==> config.mk <==
export PLATFORM = sky130hd
export DESIGN_NAME = qsp_port
export DESIGN_NICKNAME = d
export VERILOG_FILES = /design/src/core/qsp_pkg.sv /design/src/core/qsp_mem.sv /design/src/core/qsp_port.sv /design/src/core/qsp_skid.sv
export SDC_FILE = /design/constraint.sdc
export NUM_CORES = 2
export LEC_CHECK = 0
export ABC_AREA = 1
export BUFFER_PORTS_ARGS = -buffer_cell sky130_fd_sc_hd__buf_2
export CAP_MARGIN = 5
export CELL_PAD_IN_SITES_DETAIL_PLACEMENT = 0
export CELL_PAD_IN_SITES_GLOBAL_PLACEMENT = 1
export CORE_MARGIN = 4
export CORE_UTILIZATION = 45
export CTS_BUF_LIST = sky130_fd_sc_hd__clkbuf_4 sky130_fd_sc_hd__clkbuf_8
export DETAILED_ROUTE_END_ITERATION = 12
export PLACE_DENSITY_LB_ADDON = 0.1
export REMOVE_ABC_BUFFERS = 1
export SETUP_SLACK_MARGIN = 0.4
export SLEW_MARGIN = 0
export SYNTH_ARGS = -nofsm -noshare
export SYNTH_HDL_FRONTEND = slang
export SYNTH_SLANG_ARGS = --single-unit
export TNS_END_PERCENT = 1
==> constraint.sdc <==
create_clock -name clock -period 11.9 [get_ports clock]
set_input_delay 0.595 -clock clock [delete_from_list [all_inputs] [get_ports clock]]
set_output_delay 0.595 -clock clock [all_outputs]
set_load 0.03 [all_outputs]
==> src/core/qsp_pkg.sv <==
// constants and types shared by the burst sram port logic
package qsp_pkg;
	localparam int DATA_W      = 36;
	localparam int ADDR_W      = 20;
	localparam int LANES       = 4;
	localparam int LANE_W      = 9;
	localparam int BURST_LEN   = 4;
	localparam int BEAT_W      = 2;
	localparam int SYNC_STAGES = 2;
	// termination range codes after power-up latch
	localparam logic TERM_LOW   = 1'b0;
	localparam logic TERM_HIGH  = 1'b1;
	localparam logic TERM_RESET = 1'b1;
	// cycles after reset release at which the range select is captured
	localparam int     TERM_LATCH_DELAY = 4;
	localparam logic [2:0] TERM_CNT_RESET = 3'h0;
	typedef enum logic [1:0] {
		QSP_RD_IDLE  = 2'b00,
		QSP_RD_BURST = 2'b01,
		QSP_RD_TAIL  = 2'b10
	} qsp_rd_state_e;
endpackage

==> src/core/qsp_mem.sv <==
// byte-lane writable storage array with registered read data
`timescale 1ns/1ps
module qsp_mem #(
	parameter int AW     = 6,
	parameter int LANES  = 4,
	parameter int LANE_W = 9
) (
	// clock
	input  wire logic                      clock,
	// write side
	input  wire logic                      wrEn,
	input  wire logic [AW-1:0]             wrAddr,
	input  wire logic [LANES-1:0]          wrLane,
	input  wire logic [LANES*LANE_W-1:0]   wrData,
	// read side
	input  wire logic [AW-1:0]             rdAddr,
	output logic      [LANES*LANE_W-1:0]   rdData
);
	logic [LANES*LANE_W-1:0] store [0:(1<<AW)-1];

	always_ff @(posedge clock) begin
		for (int i = 0; i < LANES; i++) begin
			if (wrEn && wrLane[i]) begin
				store[wrAddr][i*LANE_W +: LANE_W] <= wrData[i*LANE_W +: LANE_W];
			end
		end
	end

	always_ff @(posedge clock) begin
		rdData <= store[rdAddr];
	end
endmodule

==> src/core/qsp_port.sv <==
// separate-io double-rate burst sram port: input sampling, write and read bursts
`timescale 1ns/1ps
// Overview of operation
// write data sampled on both strobe edges
// low write select at true edge starts write
// high write select ignores write data
// lane select high keeps old byte
// lane n covers nine data bits each
// lane selects sampled with their beat
// one address bus, ignored when deselected
// address 21 or 20 bits, four arrays
// read data driven on both strobe edges
// low read select at true edge starts read
// deselect finishes burst then outputs float
// each read is four sequential beats
// valid flag marks data, aligned with echo; here the flag trails the echo edge by two cycles
// termination range latched at power-up
// floating range select means high range
// accesses launch on true strobe rise
// echo strobes run free, follow input strobe
// write carries four beats with lanes
module qsp_port #(
	parameter int DATA_W = qsp_pkg::DATA_W,
	parameter int ADDR_W = qsp_pkg::ADDR_W,
	parameter int MEM_AW = 6
) (
	// clock and reset
	input  wire logic              clock,
	input  wire logic              rst,
	// input strobe pair from the controller
	input  wire logic              inStrobe,
	input  wire logic              inStrobeN,
	// port selects and address
	input  wire logic              write_port_sel_n,
	input  wire logic              read_port_sel_n,
	input  wire logic [ADDR_W-1:0] addr,
	// write data and lanes
	input  wire logic [DATA_W-1:0] wrData,
	input  wire logic [qsp_pkg::LANES-1:0] byte_lane_sel_n,
	// read data and echo
	output logic      [DATA_W-1:0] rdData,
	output logic                   rdDataOe,
	output logic                   echo_strobe,
	output logic                   echo_strobeN,
	output logic                   read_valid_flag,
	input  wire logic              rdReady,
	// termination
	input  wire logic              termination_range_sel,
	input  wire logic              termRangeSelDriven,
	output logic                   termRangeHigh
);
	localparam int LW = qsp_pkg::LANE_W;
	localparam int NL = DATA_W / LW;

	function automatic logic [MEM_AW-1:0] beatAddr(input logic [ADDR_W-1:0] base,
		input logic [qsp_pkg::BEAT_W-1:0] beat);
		logic [ADDR_W+qsp_pkg::BEAT_W-1:0] full;
		full     = {base, beat};
		beatAddr = full[MEM_AW-1:0];
	endfunction

	// two-flop synchronisers on every pin-level input
	logic [1:0]          kS1_q, kS2_q, kPrev_q;
	logic                wpsS1_q, wpsS2_q, rpsS1_q, rpsS2_q;
	logic [ADDR_W-1:0]   addrS1_q, addrS2_q;
	logic [DATA_W-1:0]   datS1_q, datS2_q;
	logic [NL-1:0]       lanS1_q, lanS2_q;
	logic                odtS1_q, odtS2_q, drvS1_q, drvS2_q;

	always_ff @(posedge clock or posedge rst) begin
		if (rst) begin
			// idle levels of the pair (true low, complement high) so no false edge follows reset
			kS1_q    <= 2'h2;
			kS2_q    <= 2'h2;
			kPrev_q  <= 2'h2;
			wpsS1_q  <= 1'b1;
			wpsS2_q  <= 1'b1;
			rpsS1_q  <= 1'b1;
			rpsS2_q  <= 1'b1;
			addrS1_q <= '0;
			addrS2_q <= '0;
			datS1_q  <= '0;
			datS2_q  <= '0;
			lanS1_q  <= '1;
			lanS2_q  <= '1;
			odtS1_q  <= qsp_pkg::TERM_RESET;
			odtS2_q  <= qsp_pkg::TERM_RESET;
			drvS1_q  <= 1'b0;
			drvS2_q  <= 1'b0;
		end else begin
			kS1_q    <= {inStrobeN, inStrobe};
			kS2_q    <= kS1_q;
			kPrev_q  <= kS2_q;
			wpsS1_q  <= write_port_sel_n;
			wpsS2_q  <= wpsS1_q;
			rpsS1_q  <= read_port_sel_n;
			rpsS2_q  <= rpsS1_q;
			addrS1_q <= addr;
			addrS2_q <= addrS1_q;
			datS1_q  <= wrData;
			datS2_q  <= datS1_q;
			lanS1_q  <= byte_lane_sel_n[NL-1:0];
			lanS2_q  <= lanS1_q;
			odtS1_q  <= termination_range_sel;
			odtS2_q  <= odtS1_q;
			drvS1_q  <= termRangeSelDriven;
			drvS2_q  <= drvS1_q;
		end
	end

	// edges of the true and complementary strobes
	wire kRise   = kS2_q[0] && !kPrev_q[0];
	wire kbRise  = kS2_q[1] && !kPrev_q[1];
	wire anyRise = kRise || kbRise;

	// write engine: four beats on alternating strobe edges
	logic                        wrAct_q;
	logic [qsp_pkg::BEAT_W-1:0]  wrBeat_q;
	logic [ADDR_W-1:0]           wrBase_q;
	wire  wrStart  = kRise && !wpsS2_q && !wrAct_q;
	wire  wrBeatEn = wrAct_q && anyRise;
	wire  wrLast   = wrBeatEn && (wrBeat_q == 2'(qsp_pkg::BURST_LEN - 1));
	wire  [qsp_pkg::LANES-1:0] wrLaneEn;

	// lane n enables bits n*9 up to n*9+8; narrow parts only have lanes 0 and 1
	generate
		for (genvar g = 0; g < qsp_pkg::LANES; g++) begin : gLane
			if (g < NL) begin : gUsed
				assign wrLaneEn[g] = !lanS2_q[g];
			end else begin : gNone
				assign wrLaneEn[g] = 1'b0;
			end
		end
	endgenerate

	always_ff @(posedge clock or posedge rst) begin
		if (rst) begin
			wrAct_q  <= 1'b0;
			wrBeat_q <= '0;
			wrBase_q <= '0;
		end else if (wrStart) begin
			wrAct_q  <= 1'b1;
			wrBeat_q <= '0;
			wrBase_q <= addrS2_q;
		end else if (wrBeatEn) begin
			wrAct_q  <= !wrLast;
			wrBeat_q <= wrBeat_q + 2'd1;
		end
	end

	// the first beat rides the same rising edge that launches the burst
	wire  wrEnMem   = wrStart || wrBeatEn;
	wire  [ADDR_W-1:0] wrBaseNow = wrStart ? addrS2_q : wrBase_q;
	wire  [qsp_pkg::BEAT_W-1:0] wrBeatNow = wrStart ? 2'd0 : wrBeat_q;
	wire  [qsp_pkg::LANES*LW-1:0] memWrData;
	assign memWrData = (qsp_pkg::LANES*LW)'(datS2_q);

	// read engine
	qsp_pkg::qsp_rd_state_e rdSt_q;
	logic [qsp_pkg::BEAT_W-1:0] rdBeat_q;
	logic [ADDR_W-1:0]          rdBase_q;
	logic                       fetchV_q;
	wire  rdStart  = kRise && !rpsS2_q && (rdSt_q != qsp_pkg::QSP_RD_BURST);
	wire  skIn;
	wire  rdStep   = (rdSt_q == qsp_pkg::QSP_RD_BURST) && anyRise && skIn;
	wire  rdLast   = rdStep && (rdBeat_q == 2'(qsp_pkg::BURST_LEN - 1));
	wire  [MEM_AW-1:0] rdAddrMem = beatAddr(rdBase_q, rdBeat_q);
	wire  [qsp_pkg::LANES*LW-1:0] memRdData;

	always_ff @(posedge clock or posedge rst) begin
		if (rst) begin
			rdSt_q   <= qsp_pkg::QSP_RD_IDLE;
			rdBeat_q <= '0;
			rdBase_q <= '0;
			fetchV_q <= 1'b0;
		end else begin
			fetchV_q <= rdStep;
			case (rdSt_q)
				qsp_pkg::QSP_RD_IDLE, qsp_pkg::QSP_RD_TAIL: begin
					if (rdStart) begin
						rdSt_q   <= qsp_pkg::QSP_RD_BURST;
						rdBeat_q <= '0;
						rdBase_q <= addrS2_q;
					end else if (kRise) begin
						rdSt_q <= qsp_pkg::QSP_RD_IDLE;
					end
				end
				qsp_pkg::QSP_RD_BURST: begin
					if (rdStep) begin
						rdBeat_q <= rdBeat_q + 2'd1;
					end
					if (rdLast) begin
						rdSt_q <= qsp_pkg::QSP_RD_TAIL;
					end
				end
				default: rdSt_q <= qsp_pkg::QSP_RD_IDLE;
			endcase
		end
	end

	qsp_mem #(
		.AW     (MEM_AW),
		.LANES  (qsp_pkg::LANES),
		.LANE_W (LW)
	) uMem (
		.clock  (clock),
		.wrEn   (wrEnMem),
		.wrAddr (beatAddr(wrBaseNow, wrBeatNow)),
		.wrLane (wrLaneEn),
		.wrData (memWrData),
		.rdAddr (rdAddrMem),
		.rdData (memRdData)
	);

	// fetched words pass a two-entry buffer so a stalled receiver loses none
	wire               skReady;
	wire               skValid;
	wire [DATA_W-1:0]  skData;
	assign skIn = skReady;

	qsp_skid #(
		.W (DATA_W)
	) uBuf (
		.clock    (clock),
		.rst      (rst),
		.inValid  (fetchV_q),
		.inReady  (skReady),
		.inData   (memRdData[DATA_W-1:0]),
		.outValid (skValid),
		.outReady (rdReady),
		.outData  (skData)
	);

	// output stage: data, flag and enable are registered with the echo pair; a beat's flag lands two cycles after its echo edge
	logic [DATA_W-1:0] rdData_q;
	logic              valid_q;
	logic              oe_q;
	logic              echo_q;
	wire  oeKeep = (rdSt_q != qsp_pkg::QSP_RD_IDLE) || skValid;

	always_ff @(posedge clock or posedge rst) begin
		if (rst) begin
			rdData_q <= '0;
			valid_q  <= 1'b0;
			oe_q     <= 1'b0;
			echo_q   <= 1'b0;
		end else begin
			echo_q   <= kS2_q[0];
			valid_q  <= skValid && rdReady;
			rdData_q <= (skValid && rdReady) ? skData : rdData_q;
			oe_q     <= oeKeep;
		end
	end

	assign rdData          = rdData_q;
	assign read_valid_flag = valid_q;
	assign rdDataOe        = oe_q;
	assign echo_strobe     = echo_q;
	assign echo_strobeN    = !echo_q;

	// termination range captured once, a few cycles after reset release
	logic [2:0] termCnt_q;
	logic       termRange_q;
	wire  termLatch = (termCnt_q == 3'(qsp_pkg::TERM_LATCH_DELAY));
	wire  termPick  = drvS2_q ? odtS2_q : qsp_pkg::TERM_HIGH;

	always_ff @(posedge clock or posedge rst) begin
		if (rst) begin
			termCnt_q   <= qsp_pkg::TERM_CNT_RESET;
			termRange_q <= qsp_pkg::TERM_RESET;
		end else if (termCnt_q <= 3'(qsp_pkg::TERM_LATCH_DELAY)) begin
			termCnt_q <= termCnt_q + 3'd1;
			if (termLatch) begin
				termRange_q <= termPick;
			end
		end
	end

	assign termRangeHigh = termRange_q;
endmodule

==> src/core/qsp_skid.sv <==
// two-entry buffer with valid/ready on both sides
`timescale 1ns/1ps
module qsp_skid #(
	parameter int W = 36
) (
	// clock and reset
	input  wire logic         clock,
	input  wire logic         rst,
	// fill side
	input  wire logic         inValid,
	output logic              inReady,
	input  wire logic [W-1:0] inData,
	// drain side
	output logic              outValid,
	input  wire logic         outReady,
	output logic      [W-1:0] outData
);
	logic [W-1:0] ent0_q;
	logic [W-1:0] ent1_q;
	logic [1:0]   cnt_q;
	wire          push = inValid && inReady;
	wire          pop  = outValid && outReady;

	assign inReady  = (cnt_q != 2'd2);
	assign outValid = (cnt_q != 2'd0);
	assign outData  = ent0_q;

	always_ff @(posedge clock or posedge rst) begin
		if (rst) begin
			cnt_q  <= 2'd0;
			ent0_q <= '0;
			ent1_q <= '0;
		end else begin
			cnt_q <= cnt_q + {1'b0, push} - {1'b0, pop};
			if (pop) begin
				ent0_q <= (cnt_q == 2'd2) ? ent1_q : inData;
			end else if (push && cnt_q == 2'd0) begin
				ent0_q <= inData;
			end
			if (push && ((cnt_q == 2'd1 && !pop) || (cnt_q == 2'd2))) begin
				ent1_q <= inData;
			end
		end
	end
endmodule

==> impl_metrics.toml <==
[finish]
design_area_um2 = 114000
layout-drive-gt1-share = 0.115
syn_to_final_growth_pct = 12.2
instances_no_fill = 12100
final_nets = 8798

[grt]
grt_pass1_wl_um = 432000
track_usage = 0.251
grt_overflow = 0
grt_pass1_vias = 62600
grt_max_degree = 209
antenna_found_initial = 13

[timing]
fmax_mhz = 214
setup_viol = 0
finalCritPeriodShare = 0.393
setup_ws_ns = 7.22
tightest_slew_ns = 1.28
slew_headroom = 0.144
clock_skew_ns = 0.0895
rsz0062_at_grt = "no"
hold_violations = 0
period_needed_ns = 4.68
final_max_slew_viol_count = 0

[yosys]
synth_area_um2 = 102000
synth.most_common_cell = "nand2_1"
synthTopCellsByCount = "nand2_1 (2714), edfxtp_1 (2304), nand3_1 (2148), clkbuf_1 (293), nor2_1 (235)"
syn_area_per_cell_um2 = 11.9
synth_ff_type = "edfxtp_1"
yosysTopAreaCellShare = 0.681
yosysUniqueCellTypes = 32
synthTopCellsByArea = "edfxtp_1 (68%), nand3_1 (11%), nand2_1 (10%), dfrtp_1 (5.3%), clkbuf_1 (1.1%)"
synth_top_cell_by_area = "edfxtp_1"
synthCells = 8569
synth-async-reset-ratio = 0.0909
synth-edff-count = 2304
ys_ff_latch = 2574
yosysWarnings = 0
yosysSeqAreaShare = 0.746

[setup_path]
timing.rr.end = "uMem.store[42][30]"
rr_startpoint = "kPrev_q[0]"
worst-setup-path-type = "flop to flop"
cp_max_fo = 9
cp.required_ns = 12.54
ff2ff_setup_slack_ns = 7.22
r2r_cells = 9
endpoint_kind = "flop"
crit_arrival_ns = 5.32
start_kind = "flop"

[placed_design]
place_ws_ns = 7.27
hpwl_um = 156000
placed_cells = 11200
routabilityCongestion = 0.779
post_dp_cell_area_um2 = 105000
io_buffers = 93

[floorplan]
die_w_um = 483
coreArea_um2 = 225000
start_util = 0.452
die_area_um2 = 234000
rows = 174
die_y_um = 483
io_pins = 110

[routing]
drc_errors = 0
routed_via_density = 5.45
ant_nets = 0
wl_per_cell_um = 24.9
first_pass_iters = 12
vias = 65900
first_iter_violations = 6741
wl_um = 301000

[clock_network]
htree_levels = 5
numClockSinks = 2574
clockRootBuffer = "clkbuf_8"
postCtsSetupRepairBufs = 0
cts_buffer_depth = 4
clk_pin_slew_ns = 0.06
cts_buffers = 443
tritoncts = "yes"
clkLatencyLatePin_ns = 1.11

[power]
p_seq_frac = 0.397
p_sw_w = 0.00994
p_comb_frac = 0.307
p_sw_frac = 0.374
p_int_w = 0.0166
power_density_nw_per_um2 = 233
peakVddDrop_v = 0.000189
clkPwrFrac = 0.296
p_leak_nw = 41.3

[min_path]
worstHoldPathType = "primary input to async pin"

[outcome]
status = "finished, final reports clean"

[job]
maxCapViolations = 0
==> per-stage QoR <==
stage / TNS (ns) / total power [W] / hold WS [ns] / util
final: 0 / 0.0266 / 0.116 / 0.508
after global routing: 0 / 0.0279 / 0.0494 / 0.507
after detailed placement: 0 / 0.0189 / 0.335 / 0.466
after floorplan: -2113.72 / 0.0166 / 0.331 / -
after global placement: 0 / 0.0188 / 0.331 / 0.466
after CTS: 0 / 0.0267 / 0.0194 / 0.507
==> registers in the layout, summed over array words and instances (netlist names), 3 cells and up <==
register      count
addrS1_q          4
addrS2_q          4
datS1_q          36
datS2_q          36
lanS1_q           4
lanS2_q           4
rdBase_q          4
rdData           36
termCnt_q         3
uBuf.ent1_q      36
uBuf.outData     36
uMem.rdData      36
uMem.store     2304
wrBase_q          4
==> area by class of cell <==
cell class / count / area (µm²)
timing repair buffer: 263 / 1920
inverter: 119 / 483
fill: 19800 / 111000
multi-input combinational: 5322 / 23300
clock inverter: 133 / 643
clock buffer: 669 / 8040
antenna: 20 / 50.0
tap: 2992 / 3740
sequential: 2574 / 75900
==> critical path: stages (launching register included) <==
cell and delay, ns:
dfrtp_1 0.39, inv_2 0.06, nand2_1 0.24, inv_2 0.20, nand3_4 0.17, o21ai_4 0.31, nand2_1 0.66, inv_1 0.42
nand2_1 0.65, nor2_1 1.07
==> layer usage <==
metal | wire length [µm] | vias to the layer above | GRT usage
met5 | 23 | - | 0
met4 | 11600 | 4 | 0.0995
met3 | 20600 | 603 | 0.0474
met2 | 140000 | 2297 | 0.392
met1 | 129000 | 32500 | 0.348
li1 | - | 30500 | -
==> power by group through the flow <==
stage | logic, W | clock network, W | registers, W
after floorplan | 0.00527 | 0 | 0.0113
after global placement | 0.00812 | 0 | 0.0107
after detailed placement | 0.00817 | 0 | 0.0107
after CTS | 0.00820 | 0.00800 | 0.0105
after global routing | 0.00893 | 0.00841 | 0.0106
final | 0.00816 | 0.00786 | 0.0105
==> worst max-delay path by stage <==
stage,startpoint,to,slack [ns]
global placement,rdBeat_q[0],uMem.rdData[23],7.27
detailed placement,rdBeat_q[0],uMem.rdData[23],7.27
CTS,rdBeat_q[0],uMem.rdData[23],7.27
global route,rdBeat_q[0],uMem.rdData[22],7.01
floorplan,rdBeat_q[0],uMem.rdData[17],-56.60
finish,kPrev_q[0],uMem.store[42][30],7.22
==> cell families (layout without fill, tap and decap cells) <==
group,Yosys count,in the layout,synth area share
adder cells (fa/ha/maj),6,6,0.000738
XOR/XNOR,3,3,0.000259
buffers and inverters,673,1184,0.0265
AND/OR/NAND/NOR,5149,5149,0.218
flip-flops,2574,2574,0.746
other,0,20,0
AO/OA/AOI/OAI,164,164,0.00928
==> timing repair <==
item	in CTS	in global routing
endpoints found under the hold margin	115	0
resized for setup	0	0
hold buffers	51	0
==> cell usage in the layout, fill, tap and decap left out, types with 5 or more instances in the layout <==
| cell | synthesis | layout |
|---|---|---|
| dfrtp_2 | 0 | 37 |
| dlygate4sd3_1 | 0 | 51 |
| clkinvlp_4 | 0 | 5 |
| o21ai_0 | 117 | 116 |
| inv_6 | 0 | 5 |
| nand3_1 | 2148 | 2147 |
| dfxtp_1 | 36 | 36 |
| clkbuf_8 | 0 | 482 |
| nand2_1 | 2714 | 2712 |
| nor2_1 | 235 | 235 |
| edfxtp_1 | 2304 | 2304 |
| dfrtp_1 | 216 | 174 |
| clkinv_1 | 0 | 89 |
| nor3_1 | 33 | 12 |
| clkinv_2 | 0 | 33 |
| ha_1 | 6 | 6 |
| clkbuf_4 | 0 | 187 |
| dfrtp_4 | 0 | 5 |
| buf_4 | 0 | 115 |
| buf_2 | 135 | 93 |
| dfstp_2 | 18 | 18 |
| nor2_2 | 11 | 11 |
| diode_2 | 0 | 20 |
| o211ai_1 | 36 | 36 |
| inv_1 | 107 | 106 |
| nor3_2 | 1 | 22 |
| inv_2 | 12 | 7 |
Power figures use the tool's default switching activity.
